## src/mpo_map.svh

```systemverilog
`ifndef MPO_MAP_SVH
`define MPO_MAP_SVH

// Widths
`define MPO_COUNT_W 12
`define MPO_DUTY_W 16
`define MPO_DB_W 8
`define MPO_MPF_W 8
`define MPO_PAIRS 3
`define MPO_CHANS 6
`define MPO_DIV_W 3

// Reset values of the live timing settings
`define MPO_TOP_RST 12'hFFF
`define MPO_PRES_RST 2'h0
`define MPO_RELF_RST 2'h0
`define MPO_POL_RST 3'h0
`define MPO_DUTY_RST 16'h0000

// Dead time floor, in system clocks
`define MPO_DB_MIN 8'h01

`endif

```

## src/mpo_pkg.sv

```systemverilog
`include "mpo_map.svh"

package mpo_pkg;

    typedef logic [`MPO_COUNT_W-1:0] mpo_count_type;
    typedef logic signed [`MPO_DUTY_W-1:0] mpo_duty_type;
    typedef logic [`MPO_DB_W-1:0] mpo_db_type;
    typedef logic [`MPO_MPF_W-1:0] mpo_mpf_type;

    typedef enum logic {
        MPO_UP,
        MPO_DOWN
    } mpo_dir_type;

    // Divide-by-2^sel expressed as a low mask
    function automatic logic [`MPO_DIV_W-1:0] mpo_pow2_mask(input logic [1:0] sel);
        mpo_pow2_mask = `MPO_DIV_W'((4'h1 << sel) - 4'h1);
    endfunction : mpo_pow2_mask

endpackage : mpo_pkg

```

## src/mpo_top.sv

```systemverilog
`timescale 1ns/10ps
`default_nettype none
`include "mpo_map.svh"

// Operation
// - Six outputs, three pairs, independent or complementary
// - Dead time keeps complementary pair outputs from overlapping
// - Edge or center aligned selectable
// - Twelve-bit counter, prescale 1/2/4/8
// - One timer, six compares drive outputs
// - Fault forces OFF levels without clock
// - Fault mode: per-cycle or latched shutdown
// - Period-synchronous converter trigger
// - Pulses below threshold width suppressed
// - Enables and OFF levels from fixed options
// - One option per side sets OFF level
// - OFF level equals option, active inverse
// - Polarity swaps phases, OFF levels kept
// - Polarity clear: high side active first
// - Polarity change at reload, after dead time
// - Power-on: pins float, then OFF levels
// - System reset drives outputs OFF
// - Disabled pair stays floating for input use
// - Buffered settings load at reload when ready
// - Dead time 1..255 undivided clocks
// - Edge wraps to zero; center counts down

module mpo_top (
    input wire logic REF_CLK_I,
    input wire logic RST_I,
    input wire logic POR_I,
    input wire logic HIGH_SIDE_OFF_LEVEL_OPTION_I,
    input wire logic LOW_SIDE_OFF_LEVEL_OPTION_I,
    input wire logic PAIR0_OUTPUT_ENABLE_OPTION_I,
    input wire logic PAIR1_OUTPUT_ENABLE_OPTION_I,
    input wire logic PAIR2_OUTPUT_ENABLE_OPTION_I,
    input wire logic RUN_I,
    input wire logic INDEPENDENT_MODE_I,
    input wire logic CENTER_ALIGNED_I,
    input wire logic [1:0] PRESCALE_SEL_I,
    input wire logic [1:0] RELOAD_FREQ_I,
    input wire mpo_pkg::mpo_count_type RELOAD_VALUE_I,
    input wire mpo_pkg::mpo_duty_type DUTY0H_I,
    input wire mpo_pkg::mpo_duty_type DUTY0L_I,
    input wire mpo_pkg::mpo_duty_type DUTY1H_I,
    input wire mpo_pkg::mpo_duty_type DUTY1L_I,
    input wire mpo_pkg::mpo_duty_type DUTY2H_I,
    input wire mpo_pkg::mpo_duty_type DUTY2L_I,
    input wire logic [2:0] PAIR_RELATIVE_POLARITY_I,
    input wire mpo_pkg::mpo_db_type DEADTIME_I,
    input wire mpo_pkg::mpo_mpf_type MIN_PULSE_I,
    input wire logic READY_I,
    input wire logic ADC_TRIG_EN_I,
    input wire logic FAULT_I,
    input wire logic FAULT_LATCH_MODE_I,
    input wire logic FAULT_CLEAR_I,
    output logic [2:0] PWM_H_O,
    output logic [2:0] PWM_L_O,
    output logic [2:0] PWM_OE_O,
    output logic ADC_TRIG_O,
    output logic RELOAD_O,
    output logic READY_PENDING_O,
    output logic FAULT_LATCHED_O
);

    // Fault pin synchroniser
    logic fault_meta;
    logic fault_s;

    // Live timing settings
    mpo_pkg::mpo_count_type act_top;
    logic [1:0] act_pres;
    logic [2:0] act_pol;
    mpo_pkg::mpo_duty_type act_duty [`MPO_CHANS];
    logic act_indep;
    logic act_center;
    mpo_pkg::mpo_mpf_type act_mpf;

    logic ready_pending;
    logic [`MPO_DIV_W-1:0] per_cnt;
    logic fault_latched;
    logic fault_cycle;

    // Output path state
    logic [`MPO_CHANS-1:0] filt;
    mpo_pkg::mpo_mpf_type age [`MPO_CHANS];
    logic [2:0] h_q;
    logic [2:0] l_q;
    logic [2:0] oe_q;
    logic adc_q;
    logic reload_q;

    wire mpo_pkg::mpo_duty_type in_duty [`MPO_CHANS];
    wire mpo_pkg::mpo_count_type count;
    wire logic tick;
    wire logic period_end;
    wire logic center_pt;
    wire logic reload_slot;
    wire logic reload_evt;
    wire logic load_now;
    wire logic blocked;
    wire logic [`MPO_CHANS-1:0] cmp;
    wire logic [2:0] h_req;
    wire logic [2:0] l_req;
    wire logic [2:0] h_db;
    wire logic [2:0] l_db;
    wire logic [`MPO_CHANS-1:0] raw;
    wire logic [2:0] pair_en;
    wire logic [2:0] off_h;
    wire logic [2:0] off_l;

    // Signed duty above the unsigned count means active
    function automatic logic duty_hit(input mpo_pkg::mpo_duty_type duty,
                                      input mpo_pkg::mpo_count_type cnt);
        duty_hit = (duty > $signed({{(`MPO_DUTY_W-`MPO_COUNT_W){1'b0}}, cnt}));
    endfunction : duty_hit

    assign in_duty[0] = DUTY0H_I;
    assign in_duty[1] = DUTY0L_I;
    assign in_duty[2] = DUTY1H_I;
    assign in_duty[3] = DUTY1L_I;
    assign in_duty[4] = DUTY2H_I;
    assign in_duty[5] = DUTY2L_I;

    assign pair_en = {PAIR2_OUTPUT_ENABLE_OPTION_I,
                      PAIR1_OUTPUT_ENABLE_OPTION_I,
                      PAIR0_OUTPUT_ENABLE_OPTION_I};
    assign off_h = {3{HIGH_SIDE_OFF_LEVEL_OPTION_I}};
    assign off_l = {3{LOW_SIDE_OFF_LEVEL_OPTION_I}};

    always_ff @(posedge REF_CLK_I)
    begin
        fault_meta <= FAULT_I;
        fault_s <= fault_meta;
    end

    mpo_timebase u_timebase (
        .clk_i(REF_CLK_I),
        .rst_i(RST_I),
        .run_i(RUN_I),
        .center_i(act_center),
        .pres_i(act_pres),
        .top_i(act_top),
        .count_o(count),
        .tick_o(tick),
        .period_end_o(period_end),
        .center_pt_o(center_pt)
    );

    // reload every 1, 2, 4 or 8 periods
    assign reload_slot = (per_cnt & mpo_pkg::mpo_pow2_mask(RELOAD_FREQ_I))
                         == mpo_pkg::mpo_pow2_mask(RELOAD_FREQ_I);
    assign reload_evt = period_end && reload_slot;
    assign load_now = !RUN_I || (reload_evt && ready_pending);

    always_ff @(posedge REF_CLK_I)
    begin
        if (RST_I || !RUN_I)
            per_cnt <= '0;
        else if (period_end)
            per_cnt <= per_cnt + `MPO_DIV_W'(1);
    end

    // ready flag, set wins over load
    always_ff @(posedge REF_CLK_I)
    begin
        if (RST_I)
            ready_pending <= 1'b0;
        else if (READY_I)
            ready_pending <= 1'b1;
        else if (load_now)
            ready_pending <= 1'b0;
    end

    // buffered settings and polarity move together
    always_ff @(posedge REF_CLK_I)
    begin
        if (RST_I)
        begin
            act_top <= `MPO_TOP_RST;
            act_pres <= `MPO_PRES_RST;
            act_pol <= `MPO_POL_RST;
        end
        else if (load_now)
        begin
            act_top <= RELOAD_VALUE_I;
            act_pres <= PRESCALE_SEL_I;
            act_pol <= PAIR_RELATIVE_POLARITY_I;
        end
    end

    always_ff @(posedge REF_CLK_I)
    begin
        for (int k = 0; k < `MPO_CHANS; k++)
        begin
            if (RST_I)
                act_duty[k] <= `MPO_DUTY_RST;
            else if (load_now)
                act_duty[k] <= in_duty[k];
        end
    end

    // mode and filter width change only while stopped
    always_ff @(posedge REF_CLK_I)
    begin
        if (RST_I)
        begin
            act_indep <= 1'b0;
            act_center <= 1'b0;
            act_mpf <= '0;
        end
        else if (!RUN_I)
        begin
            act_indep <= INDEPENDENT_MODE_I;
            act_center <= CENTER_ALIGNED_I;
            act_mpf <= MIN_PULSE_I;
        end
    end

    genvar g;
    generate
        for (g = 0; g < `MPO_CHANS; g++)
        begin : g_cmp
            assign cmp[g] = duty_hit(act_duty[g], count);
        end
    endgenerate

    generate
        for (g = 0; g < `MPO_PAIRS; g++)
        begin : g_pair
            wire logic ph_h;
            wire logic ph_l;
            assign ph_h = cmp[2*g];
            assign ph_l = act_indep ? cmp[2*g+1] : !cmp[2*g];
            assign h_req[g] = act_pol[g] ? ph_l : ph_h;
            assign l_req[g] = act_pol[g] ? ph_h : ph_l;

            // gap also covers a polarity swap
            mpo_deadband u_db (
                .clk_i(REF_CLK_I),
                .rst_i(RST_I || !RUN_I),
                .bypass_i(act_indep),
                .h_req_i(h_req[g]),
                .l_req_i(l_req[g]),
                .db_i(DEADTIME_I),
                .h_o(h_db[g]),
                .l_o(l_db[g])
            );
            assign raw[2*g] = h_db[g];
            assign raw[2*g+1] = l_db[g];
        end
    endgenerate

    // hold each level at least the threshold in PWM ticks
    always_ff @(posedge REF_CLK_I)
    begin
        for (int k = 0; k < `MPO_CHANS; k++)
        begin
            if (RST_I || !RUN_I)
            begin
                filt[k] <= 1'b0;
                age[k] <= '0;
            end
            else if (raw[k] == filt[k] || age[k] >= act_mpf)
            begin
                filt[k] <= raw[k];
                age[k] <= '0;
            end
            else if (tick && age[k] != '1)
                age[k] <= age[k] + `MPO_MPF_W'(1);
        end
    end

    // latched shutdown, set wins over clear
    always_ff @(posedge REF_CLK_I)
    begin
        if (RST_I)
            fault_latched <= 1'b0;
        else if (fault_s && FAULT_LATCH_MODE_I)
            fault_latched <= 1'b1;
        else if (FAULT_CLEAR_I)
            fault_latched <= 1'b0;
    end

    // pulse-by-pulse block until a clean period end
    always_ff @(posedge REF_CLK_I)
    begin
        if (RST_I)
            fault_cycle <= 1'b0;
        else if (fault_s && !FAULT_LATCH_MODE_I)
            fault_cycle <= 1'b1;
        else if (period_end || !RUN_I)
            fault_cycle <= 1'b0;
    end

    assign blocked = fault_latched || fault_cycle || fault_s || !RUN_I;

    // levels from options, OFF on reset
    always_ff @(posedge REF_CLK_I)
    begin
        if (RST_I || blocked)
        begin
            h_q <= off_h;
            l_q <= off_l;
        end
        else
        begin
            h_q <= off_h ^ {filt[4], filt[2], filt[0]};
            l_q <= off_l ^ {filt[5], filt[3], filt[1]};
        end
    end

    // float at power-on, then enabled pairs drive
    always_ff @(posedge REF_CLK_I)
    begin
        if (POR_I)
            oe_q <= 3'h0;
        else
            oe_q <= pair_en;
    end

    // trigger at period end, and mid-period when centered
    always_ff @(posedge REF_CLK_I)
    begin
        if (RST_I)
        begin
            adc_q <= 1'b0;
            reload_q <= 1'b0;
        end
        else
        begin
            adc_q <= ADC_TRIG_EN_I && (period_end || center_pt);
            reload_q <= reload_evt && ready_pending;
        end
    end

    // raw fault pin overrides without a clock edge
    assign PWM_H_O = FAULT_I ? off_h : h_q;
    assign PWM_L_O = FAULT_I ? off_l : l_q;
    assign PWM_OE_O = oe_q;
    assign ADC_TRIG_O = adc_q;
    assign RELOAD_O = reload_q;
    assign READY_PENDING_O = ready_pending;
    assign FAULT_LATCHED_O = fault_latched;

endmodule : mpo_top

`default_nettype wire

```

## src/mpo_timebase.sv

```systemverilog
`timescale 1ns/10ps
`default_nettype none
`include "mpo_map.svh"

module mpo_timebase (
    input wire logic clk_i,
    input wire logic rst_i,
    input wire logic run_i,
    input wire logic center_i,
    input wire logic [1:0] pres_i,
    input wire mpo_pkg::mpo_count_type top_i,
    output mpo_pkg::mpo_count_type count_o,
    output logic tick_o,
    output logic period_end_o,
    output logic center_pt_o
);

    logic [`MPO_DIV_W-1:0] div;
    mpo_pkg::mpo_count_type count;
    mpo_pkg::mpo_dir_type dir;
    wire logic at_top;
    wire logic at_zero;

    assign tick_o = run_i && (div == mpo_pkg::mpo_pow2_mask(pres_i));
    assign at_top = (count >= top_i);
    assign at_zero = (count == '0);
    assign count_o = count;
    assign period_end_o = tick_o && (center_i ? (dir == mpo_pkg::MPO_DOWN && at_zero) : at_top);
    assign center_pt_o = tick_o && center_i && dir == mpo_pkg::MPO_UP && at_top;

    always_ff @(posedge clk_i)
    begin
        if (rst_i || !run_i || tick_o)
            div <= '0;
        else
            div <= div + `MPO_DIV_W'(1);
    end

    always_ff @(posedge clk_i)
    begin
        if (rst_i || !run_i)
        begin
            count <= '0;
            dir <= mpo_pkg::MPO_UP;
        end
        else if (tick_o && !center_i)
            count <= at_top ? '0 : count + `MPO_COUNT_W'(1);
        else if (tick_o)
        begin
            unique case (dir)
                mpo_pkg::MPO_UP:
                    if (at_top)
                        dir <= mpo_pkg::MPO_DOWN;
                    else
                        count <= count + `MPO_COUNT_W'(1);
                mpo_pkg::MPO_DOWN:
                    if (at_zero)
                        dir <= mpo_pkg::MPO_UP;
                    else
                        count <= count - `MPO_COUNT_W'(1);
            endcase
        end
    end

endmodule : mpo_timebase

`default_nettype wire

```

## src/mpo_deadband.sv

```systemverilog
`timescale 1ns/10ps
`default_nettype none
`include "mpo_map.svh"

module mpo_deadband (
    input wire logic clk_i,
    input wire logic rst_i,
    input wire logic bypass_i,
    input wire logic h_req_i,
    input wire logic l_req_i,
    input wire mpo_pkg::mpo_db_type db_i,
    output logic h_o,
    output logic l_o
);

    logic [1:0] prev_req;
    mpo_pkg::mpo_db_type cnt;
    wire logic req_chg;
    wire mpo_pkg::mpo_db_type db_len;

    assign req_chg = ({h_req_i, l_req_i} != prev_req);
    assign db_len = (db_i < `MPO_DB_MIN) ? `MPO_DB_MIN : db_i;

    // both sides off while gap runs
    always_ff @(posedge clk_i)
    begin
        prev_req <= {h_req_i, l_req_i};
        if (rst_i)
        begin
            cnt <= '0;
            h_o <= 1'b0;
            l_o <= 1'b0;
        end
        else if (bypass_i)
        begin
            cnt <= '0;
            h_o <= h_req_i;
            l_o <= l_req_i;
        end
        else if (req_chg || cnt != '0)
        begin
            cnt <= req_chg ? db_len - `MPO_DB_W'(1) : cnt - `MPO_DB_W'(1);
            h_o <= 1'b0;
            l_o <= 1'b0;
        end
        else
        begin
            h_o <= h_req_i && !l_req_i;
            l_o <= l_req_i && !h_req_i;
        end
    end

endmodule : mpo_deadband

`default_nettype wire

```

## config.mk

```make
export PLATFORM = sky130hd
export DESIGN_NAME = mpo_top
export DESIGN_NICKNAME = d
export VERILOG_FILES = /design/src/mpo_pkg.sv /design/src/mpo_top.sv /design/src/mpo_timebase.sv /design/src/mpo_deadband.sv
export VERILOG_INCLUDE_DIRS = /design/src
export SDC_FILE = /design/constraint.sdc
export NUM_CORES = 1
export LEC_CHECK = 0
export ABC_CLOCK_PERIOD_IN_PS = 15030
export BUFFER_PORTS_ARGS = -buffer_cell sky130_fd_sc_hd__buf_4
export CORE_MARGIN = 2
export CORE_UTILIZATION = 25
export CTS_CLUSTER_DIAMETER = 120
export DETAILED_ROUTE_END_ITERATION = 8
export PLACE_DENSITY_LB_ADDON = 0.08
export SLEW_MARGIN = 5
export SYNTH_ARGS = -nofsm -noshare
export SYNTH_HDL_FRONTEND = slang
export SYNTH_SLANG_ARGS = --single-unit
```

## constraint.sdc

```tcl
create_clock -name REF_CLK_I -period 15.03 [get_ports REF_CLK_I]
set_clock_uncertainty 0.1 [all_clocks]
set_input_delay 0.7515 -clock REF_CLK_I [delete_from_list [all_inputs] [get_ports REF_CLK_I]]
set_output_delay 0.7515 -clock REF_CLK_I [all_outputs]
set_load 0.01 [all_outputs]
```

==> metrics.md, run 1 <==
| Metric | Value |
|---|---|
| TritonCTS clock tree | built |
| Crit path arrival time | 4360 ps |
| DRT Pass-1 Iters | 5 |
| Max-slew headroom | between 20 and 30% |
| Asr flop ratio synth | 0% |
| Max Buffers Root-to-Sink | 3 |
| Post-CTS Resized | 0 |
| Worst-margin pin slew | 1080 ps |
| Met2 Use GR | a little over a fifth |
| Pleak | 0.00713 uW |
| Syn. warnings | 0 |
| Most frequent cells after synthesis | 152 x nor2_1, 147 x ha_1, 144 x edfxtp_1 |
| Cell accounting for the most synthesized area | edfxtp_1 |
| Max_cap viols | 0 |
| PwrDens | approximately 110 nW/um^2 |
| Hold Crit Class | reg -> reg |
| Syn nets | 1706 |
| FF-to-FF End | act_duty[1][10] |
| Layout cells sized above 1 | 15.2% |
| CTS Hold Buffers Added | 0 |
| Die Wd | 243 um |
| Vias in the first global route | 10766 |
| Ys flop type | edfxtp_1 |
| Syn Inst Count | approximately 1400 |
| Setup TNS Final | 0 ps |
| RSZ-0062 raised after global routing | false |
| Synth Cell Area | 14200 um^2 |
| Hold Path End | fault_s |
| Pins Over Slew Limit | 0 |
| Fmax | around 230 MHz |
| Die Area | 58800 um^2 |
| Pre-CTS setup slack | 10640 ps |
| Cell count of the worst hold path | 0 |
| Post-CTS Setup Bufs | 0 |
| GR Util met1 | 17.9% |
| Final Critical Period | 4300 ps |
| Port Buffers | 159 |
| Core Rows | slightly below 90 |
| Worst VDD drop | approximately 0.051 mV |
| Crit path kind | reg -> reg |
| CP Capture Type | flip-flop |
| Clk Latency, worst-skew pair | approximately 530 ps |
| Pin count of the biggest net entering global routing | 97 |
| Final Net Count | 1870 |
| Fillers | 5856 |
| DP HPWL | 28.7 mm |
| Clock Sinks | 248 |
| Yosys reg bits | 248 |
| Drt total wl | 39.5 mm |
| DRC Markers | 0 |
| Reg clk slew, reported paths | 60 ps |
| Initial drt markers | 415 |
| Tot GR Track Use | 13.5% |
| Boundary pin count | 160 |
| Min setup slack post-route | 10730 ps |
| Status | finished, final reports clean |
| Gr busiest metal | met2 |
| FF-to-FF setup slack | 10730 ps |
| CTS buffer count | 35 |
| Area grow syn2layout | 21.9% |
| EDFF count, synth | 144 |
| Routed wire length per instance | 16.8 um |
| Top-count cell post-synth | nor2_1 |
| Chip height | around 240 um |
| Top cell type's share of synthesized area | 30.4% |
| Syn Area/Cell | slightly above 10 um^2 |
| Total global routing overflow | 0 |
| R2R Path Start | u_timebase.count_o[0] |
| Storage element area | between 6000 and 7000 um^2 |
| Depth of the worst register-to-register path | 11 |
| Initial antenna violation count | 1 |
| H-tree levels | 2 |
| Fin crit share | 28.6% |
| Via density | between 4 and 5 |
| Sequential-to-total area share from yosys stat | 45.0% |
| DRT antenna net count | 0 |
| CTS root buf | clkbuf_16 |
| Final setup fails | 0 |
| Startpoint Class | flip-flop |
| Worst Path Required | 15080 ps |
| Worst Path Max Fanout | 82 |
| Area of the multi-input gates | 7360 um^2 |
| First-pass GRT wire length | 61.7 mm |
| Core area | 56300 um^2 |
| Post-synthesis cell type count | 64 |
| Worst Hold Launch | fault_meta |
| Top post-synthesis cells by area | edfxtp_1 30%, dfxtp_1 15%, ha_1 13% |
| Initial core utilization | 25.3% |
| Met3 Use GR | under 10% |
| GPL Wtd Cong | ~0.77 |
| Total number of vias | roughly 11000 |
| Hold Violations, Final | 0 |
## per-stage QoR
stage                     power, uW  utilization (%)  instances  hold WS (ps)  cell area (um^2)
after floorplan                1000                -       1412           210             14200
after global placement         1100             28.8       2295           216             16200
after detailed placement       1100             28.8       2295           216             16200
after CTS                      1940             30.8       2357           242             17300
after global routing           2000             30.8       2357           244             17300
final                          1900             30.8       2358           237             17300
## layer usage
metal / wire length, um / part of all wire [%]
met5: 13 / 0.033
met4: 932 / 2.4
met3: 1700 / 4.3
met2: 17900 / 45
met1: 19000 / 48
## cell usage in the layout, fill, tap and decap left out, types with 16 or more instances in the layout
cell type	netlist	final
buf_4	5	165
nor2_1	152	152
ha_1	147	147
edfxtp_1	144	144
dfxtp_1	104	104
and2_1	100	100
nand2_1	87	86
inv_1	74	74
a21oi_1	60	60
o21ai_0	45	45
xnor2_1	41	41
xor2_1	40	40
clkbuf_16	0	37
nand3_1	36	36
nor2b_1	34	34
nand4_1	30	30
nor3_1	26	26
mux2i_1	26	26
a211o_1	24	24
nand2b_1	17	17
a211oi_1	16	16
o31ai_1	16	16
clkbuf_1	22	16
## final cells by class
type	count	area share [%]
clock buffers	57	6.00
well taps	756	5.45
clock inverters	5	0.433
inverters	74	1.60
flip-flops and latches	248	36.9
multi-input cells	1052	42.4
repair buffers	165	7.14
diodes	1	0.0144
## worst max-delay path, cell delays in order, from the launching register on
cell,delay [ps]
dfxtp_1,690
inv_1,180
ha_1,310
nand2b_1,100
a21o_1,110
a211oi_1,60
o21a_1,220
nor3_1,530
or2_2,290
nand2_1,150
nand2_4,240
buf_4,830
## how the worst max path moves through the flow
stage / depth (start not counted) / to / from / slack, ps
3_3_place_gp: 11 / act_duty[0][15] / u_timebase.count_o[0] / 10760
4_1_cts: 11 / act_duty[0][3] / u_timebase.count_o[0] / 10590
2_1_floorplan: 11 / act_duty[0][0] / u_timebase.count_o[0] / 10250
6_report: 11 / act_duty[1][10] / u_timebase.count_o[0] / 10730
5_1_grt: 11 / act_duty[0][3] / u_timebase.count_o[0] / 10240
3_5_place_dp: 11 / act_duty[1][12] / u_timebase.count_o[0] / 10640
## sequential cells by signal, indices dropped and copies added, names as in the netlist, 2 cells and up
signal and flops:
act_duty 96, age 48, g_pair.u_db.cnt 24, act_top 12, u_timebase.count_o 12, act_mpf 8
filt 6, g_pair.u_db.prev_req 6, PWM_OE_O 3, act_pol 3, g_pair.u_db.h_o 3, g_pair.u_db.l_o 3
h_q 3, l_q 3, per_cnt 3, u_timebase.div 3, act_pres 2
## cell families after synthesis
logic type | share of synthesized area [%]
AO/OA/AOI/OAI | 10.8
XOR/XNOR | 4.99
adder cells (fa/ha/maj) | 12.9
buffers and inverters | 3.34
flip-flops | 45.0
multiplexers | 2.81
AND/OR/NAND/NOR | 20.0
## power by group
group | switching [uW] | internal (uW)
registers | 30.6 | 764
clock network | 311 | 505
logic | 155 | 131
No activity file was read; power rests on OpenSTA's default activity.
==> run 2: changes to the inputs <==
--- a/config.mk
+++ b/config.mk
@@ -6,7 +6,7 @@
 export SDC_FILE = /design/constraint.sdc
 export NUM_CORES = 1
 export LEC_CHECK = 0
-export ABC_CLOCK_PERIOD_IN_PS = 15030
+export ABC_CLOCK_PERIOD_IN_PS = 4100
 export BUFFER_PORTS_ARGS = -buffer_cell sky130_fd_sc_hd__buf_4
 export CORE_MARGIN = 2
 export CORE_UTILIZATION = 25
==> constraint.sdc (replaced) <==
create_clock -name REF_CLK_I -period 4.1 [get_ports REF_CLK_I]
set_clock_uncertainty 0.1 [all_clocks]
set_input_delay 0.205 -clock REF_CLK_I [delete_from_list [all_inputs] [get_ports REF_CLK_I]]
set_output_delay 0.205 -clock REF_CLK_I [all_outputs]
set_load 0.01 [all_outputs]
==> run 2 against run 1 <==
Effect of this change:
- clock-buffer cell count down 21
- hold slack got worse by 250 ps
- the flow now finishes with violations (negative hold slack)
- worst setup slack lost 10000 ps
- wire length is 3.1% higher
- flip-flop and latch count is the same
- power grew to 3.8 times the previous value
- clock power increased to 3.7 times the previous value
- die area is the same
- global-route usage increased by 0.41 points
- register-to-register slack lost 10000 ps
- non-clock buffer count grew 179
==> metrics.md, run 2 (synthesis gave the netlist of run 1 again) <==
| Metric | Value |
|---|---|
| Max reg flops | 96 |
| Final Critical Period | 3740 ps |
| Worst Hold Launch | RELOAD_VALUE_I[11] |
| Final Net Count | 2045 |
| Total number of vias | 11256 |
| Crit path kind | reg -> reg |
| Crit path arrival time | 4140 ps |
| Die Wd | 243 um |
| Max_cap viols | 0 |
| Chip height | around 240 um |
| Fillers | ~5700 |
| Die Area | around 60000 um^2 |
| Initial drt markers | 480 |
| CTS Hold Buffers Added | approximately 160 |
| Post-CTS Resized | 0 |
| CP Capture Type | flip-flop |
| Failing checks | negative hold slack |
| Final setup fails | 0 |
| Core Rows | 87 |
| Routed wire length per instance | approximately 16 um |
| Setup crit start | u_timebase.count_o[9] |
| CTS buffer count | 31 |
| Tot GR Track Use | 13.9% |
| RSZ-0062 raised after global routing | false |
| Pleak | 0.00794 uW |
| Port Buffers | between 150 and 200 |
| Max Buffers Root-to-Sink | 3 |
| FF-to-FF setup slack | 360 ps |
| Startpoint Class | flip-flop |
| Vias in the first global route | roughly 12000 |
| Fmax | 268 MHz |
| Via density | 4.45 |
| Boundary pin count | 160 |
| Initial core utilization | 25.3% |
| Drt total wl | 40.7 mm |
| Status | complete, but fails checks |
| DRC Markers | 0 |
| Total global routing overflow | 0 |
| Worst Path Max Fanout | 16 |
| Core area | 56300 um^2 |
| Ant diodes | 0 |
| Fin crit share | slightly above 90% |
| Placed cell areas | roughly 16000 um^2 |
| Depth of the worst register-to-register path | 10 |
| Worst Hold Margin | -12.5 ps |
| DRT antenna net count | 0 |
| Largest registers | act_duty (96), age (48), g_pair.u_db.cnt (24) |
| Layout cells sized above 1 | 14.7% |
| Inst Count DP | between 2000 and 2500 |
| Worst Path Required | 4510 ps |
| GPL Wtd Cong | 0.800 |
| Commonest non-fill, non-tap cell in the layout | buf_4 |
| Clk Latency, worst-skew pair | 580 ps |
| Worst VDD drop | 0.264 mV |
| Post-CTS Setup Bufs | 0 |
| Clock Sinks | between 200 and 250 |
| Max-slew headroom | 43.4% |
| Hold Violations, Final | 1 |
| PwrDens | between 300 and 400 nW/um^2 |
| First-pass GRT wire length | 64.9 mm |
| Worst-margin pin slew | roughly 840 ps |
| Final Non-Filler Cells | 2531 |
| Largest Register | act_duty |
| FF-to-FF End | g_pair[0].u_db.cnt[5] |
| DP HPWL | 29.8 mm |
| Finished Cell Area | 19100 um^2 |
| Crit path to | g_pair[0].u_db.cnt[5] |
| Area grow syn2layout | 34.6% |
| Pins Over Slew Limit | 0 |
| Initial antenna violation count | 0 |
| R2R Path Start | u_timebase.count_o[9] |
| H-tree levels | 1 |
| DRT Pass-1 Iters | 5 |
| Reg clk slew, reported paths | 70 ps |
| CTS root buf | clkbuf_16 |
| TritonCTS clock tree | built |
| Setup TNS Final | 0 ps |
| Pin count of the biggest net entering global routing | between 90 and 100 |
| Hold Crit Class | in -> reg |
| Most frequent cells in the layout | 177 x buf_4, 164 x dlygate4sd3_1, 152 x nor2_1, 147 x ha_1, 144 x edfxtp_1 |
-- run 2: cell types whose count changed in the layout (fill, tap and decap cells not counted), sizes merged --
cell | before | now
dlygate4sd3 | 0 | 164
clkbuf | 57 | 36
buf | 165 | 180
clkinv | 3 | 11
bufinv | 2 | 9
clkinvlp | 0 | 1
diode | 1 | 0
-- run 2: layer usage --
layer	vias to the layer above	part of all wire, %	GRT usage [%]
met5	-	0	0
met4	0	2.1	3.50
met3	52	3.7	1.77
met2	226	45	22.9
met1	5231	49	19.1
li1	5747	-	-
-- run 2: cell type report --
cell class | instances | area [um^2] | area share [%]
clock inverters | 21 | 327 | 1.71
flip-flops and latches | 248 | 6410 | 33.5
inverters | 74 | 278 | 1.45
multi-input cells | 1052 | 7360 | 38.4
clock buffers | 36 | 805 | 4.20
repair buffers | 344 | 3030 | 15.8
well taps | 756 | 946 | 4.94
-- run 2: worst min-delay path by stage --
stage	cells past startpoint	to
floorplan	0	fault_meta
global placement	0	fault_s
detailed placement	0	fault_s
CTS	3	act_top[11]
global route	3	act_top[11]
finish	3	act_top[11]
-- run 2: through the flow --
step           utilization (%)  worst slack, ps  hold slack (ps)  total power, uW
2_1_floorplan                -              246              133             3670
4_1_cts                   34.0              335             15.0             7300
3_3_place_gp              29.1              409              218             4050
3_5_place_dp              29.1              369              222             4050
5_1_grt                   34.0              132             34.0             7550
6_report                  34.0              364            -12.5             7170
-- run 2: report_power, final --
group | switching [uW] | internal (uW)
clock network | 1100 | 1950
logic | 598 | 596
registers | 117 | 2800
-- run 2: critical path, stage by stage, from the launching register on --
cell and delay, ps:
dfxtp_1 470, inv_1 290, ha_1 380, a211o_1 290, a211oi_1 310, o211ai_1 140, o21ai_1 450, mux2_2 390
a211o_1 470, nor3_1 260, a21o_1 100
==> run 3: changes to the inputs <==
--- a/config.mk
+++ b/config.mk
@@ -6,10 +6,11 @@
 export SDC_FILE = /design/constraint.sdc
 export NUM_CORES = 1
 export LEC_CHECK = 0
+export ABC_AREA = 1
 export ABC_CLOCK_PERIOD_IN_PS = 4100
 export BUFFER_PORTS_ARGS = -buffer_cell sky130_fd_sc_hd__buf_4
 export CORE_MARGIN = 2
-export CORE_UTILIZATION = 25
+export CORE_UTILIZATION = 45
 export CTS_CLUSTER_DIAMETER = 120
 export DETAILED_ROUTE_END_ITERATION = 8
 export PLACE_DENSITY_LB_ADDON = 0.08
==> run 3 against run 2 <==
Effect of this change:
- the flow now finishes without violations
- sequential share of layout area rose by 1.2 points
- non-clock buffer count is 35 lower
- global-route usage increased by 7.7 points
- sequential power fell by 2%
- flip-flop and latch count unchanged
- clock-buffer cell count is 2 higher
- largest power group is now registers
- wire length down 12%
- worst setup slack gained 410 ps
- combinational power increased by 8%
==> metrics.md, run 3 <==
| Metric | Value |
|---|---|
| Yosys reg bits | 248 |
| Initial core utilization | 45.8% |
| Syn. warnings | 0 |
| Pleak | 0.00870 uW |
| Syn Area/Cell | 8.31 um^2 |
| Worst Path Max Fanout | 35 |
| Tot GR Track Use | a little over a fifth |
| Startpoint Class | flip-flop |
| Boundary pin count | between 150 and 200 |
| DRT Pass-1 Iters | 5 |
| Fmax | about 300 MHz |
| Core Rows | 65 |
| DP HPWL | roughly 26 mm |
| EDFF count, synth | 144 |
| H-tree levels | 1 |
| Post-CTS Resized | 0 |
| Hold Violations, Final | 0 |
| Slowest stage delay, CP | 500 ps |
| Die Area | 33600 um^2 |
| DRT antenna net count | 0 |
| Asr flop ratio synth | 0% |
| Total global routing overflow | 0 |
| Sequential-to-total area share from yosys stat | 44.2% |
| Area grow syn2layout | 27.8% |
| Crit path kind | reg -> reg |
| Vias in the first global route | 12041 |
| Total number of vias | between 10000 and 15000 |
| Max Buffers Root-to-Sink | 3 |
| Core area | 31600 um^2 |
| Syn nets | 2036 |
| Setup TNS Final | 0 ps |
| Clock Sinks | 248 |
| CTS root buf | clkbuf_16 |
| Worst Path Required | 4280 ps |
| Largest Register | act_duty |
| Hold Crit Class | in -> reg |
| Drt total wl | 36.0 mm |
| Worst-margin pin slew | 800 ps |
| Routed wire length per instance | 14.5 um |
| Via density | between 4 and 5 |
| Crit path arrival time | 3510 ps |
| Cell family with most CP delay | simple AND/OR/NAND/NOR gates |
| Initial antenna violation count | 0 |
| Top-count cell post-synth | nand2_1 |
| CP Capture Type | flip-flop |
| Layout cells sized above 1 | 12.1% |
| Pin count of the biggest net entering global routing | approximately 100 |
| Critical path buffers and inverters | 1 |
| Crit-path slowest cell | dfxtp_1 |
| Most frequent cells in the layout | 299 x nand2_1, 276 x inv_1, 262 x nor2_1, 162 x buf_4, 147 x ha_1 |
| Largest registers | act_duty (96), age (48), g_pair.u_db.cnt (24) |
| Syn Inst Count | 1742 |
| Final Net Count | 2350 |
| PwrDens | 362 nW/um^2 |
| Commonest non-fill, non-tap cell in the layout | nand2_1 |
| Most frequent cells after synthesis | 299 x nand2_1, 277 x inv_1, 262 x nor2_1 |
| Util after Layout | 58.5% |
| Max-slew headroom | 46.5% |
| Worst VDD drop | between 0.2 and 0.3 mV |
| Initial drt markers | 714 |
| Ys flop type | edfxtp_1 |
| Fin crit share | approximately four fifths |
| Chip height | ~180 um |
| TritonCTS clock tree | built |
| Clk Latency, worst-skew pair | 540 ps |
| GPL Wtd Cong | 0.855 |
| Reg clk slew, reported paths | 60 ps |
| Status | finished, final reports clean |
| Max reg flops | 96 |
| Worst Hold Margin | 27.5 ps |
| Pins Over Slew Limit | 0 |
| Port Buffers | 159 |
| Die Wd | approximately 180 um |
| Synth Cell Area | 14500 um^2 |
| CP Cell Sequence | ha_1 -> a21oi_1 -> nor2_1 -> nor2_1 -> nand4_1 -> nand2_2 -> nand2_4 -> nand4_4 -> nand2_4 -> nand2_4 -> buf_12 -> nor2_1 |
| Final setup fails | 0 |
| Post-synthesis cell type count | 47 |
| CTS buffer count | 29 |
| Top post-synthesis cells by area | edfxtp_1 30%, dfxtp_1 14%, ha_1 13% |
| Top cell type's share of synthesized area | 29.9% |
| Cell accounting for the most synthesized area | edfxtp_1 |
| First-pass GRT wire length | around 59 mm |
| DRC Markers | 0 |
| Max_cap viols | 0 |
| Ant diodes | 0 |
| RSZ-0062 raised after global routing | false |
| Final Critical Period | 3330 ps |
## run 3: per-layer routing
metal | share of wire, % | global-route usage (%)
met5 | 0 | 0
met4 | 1.8 | 4.90
met3 | 5.1 | 2.96
met2 | 47 | 37.2
met1 | 46 | 28.8
## run 3: worst paths after layout
| kind | startpoint | end | slack, ps | depth (start not counted) |
|---|---|---|---|---|
| setup / recovery | u_timebase.count_o[9] | act_duty[1][9] | 770 | 12 |
| hold / removal | RELOAD_FREQ_I[1] | READY_PENDING_O | 30 | 4 |
| setup reg to reg | u_timebase.count_o[9] | act_duty[1][9] | 770 | 12 |
| hold reg to reg | fault_meta | fault_s | 240 | 0 |
## run 3: logic make-up (layout without fill, tap and decap cells)
kind of cell               Yosys count  after routing  synth area share, %
muxes                                1              1               0.0691
AOI/OAI and AO/OA                  209            209                 7.81
and+or+nand+nor                    773            773                 23.5
adders and majority gates          147            147                 12.7
xor gates and xnor gates            56             56                 3.39
buffers and inverters              308            644                 8.30
DFF                                248            248                 44.2
## run 3: final cells by class
type / instances / area [um^2]
Tap cell: 402 / 503
Inverter: 282 / 1060
Clock buffer: 38 / 813
Multi-Input combinational cell: 1186 / 6880
Sequential cell: 248 / 6410
Clock inverter: 15 / 130
Timing Repair Buffer: 309 / 2720
Fill cell: 2791 / 13100
## run 3: worst register-to-register path, cell delays in order (launching register included)
cell     delay [ps]
dfxtp_1         500
ha_1            310
a21oi_1         190
nor2_1           60
nor2_1          130
nand4_1         300
nand2_2         320
nand2_4         120
nand4_4         100
nand2_4         120
nand2_4         400
buf_12          310
nor2_1          100
## run 3: power breakdown
group          total, uW  internal [uW]  switching (uW)
combinational       1280            540             739
sequential          2870           2790            84.1
clock               2550           1510            1040
## run 3: repair_timing
| item | 4_1_cts | 5_1_grt |
|---|---|---|
| hold buffers | 144 | 0 |
| setup buffers | 0 | 0 |
| hold endpoints to repair | 142 | 0 |
## run 3: metrics by stage
step | std cells | area (um^2) | power, uW | worst slack, ps
6_report | 2480 | 18500 | 6700 | 772
5_1_grt | 2480 | 18500 | 7060 | 481
4_1_cts | 2480 | 18500 | 6750 | 773
3_5_place_dp | 2283 | 16100 | 4090 | 796
3_3_place_gp | 2283 | 16100 | 4070 | 802
2_1_floorplan | 1742 | 14500 | 3710 | 124
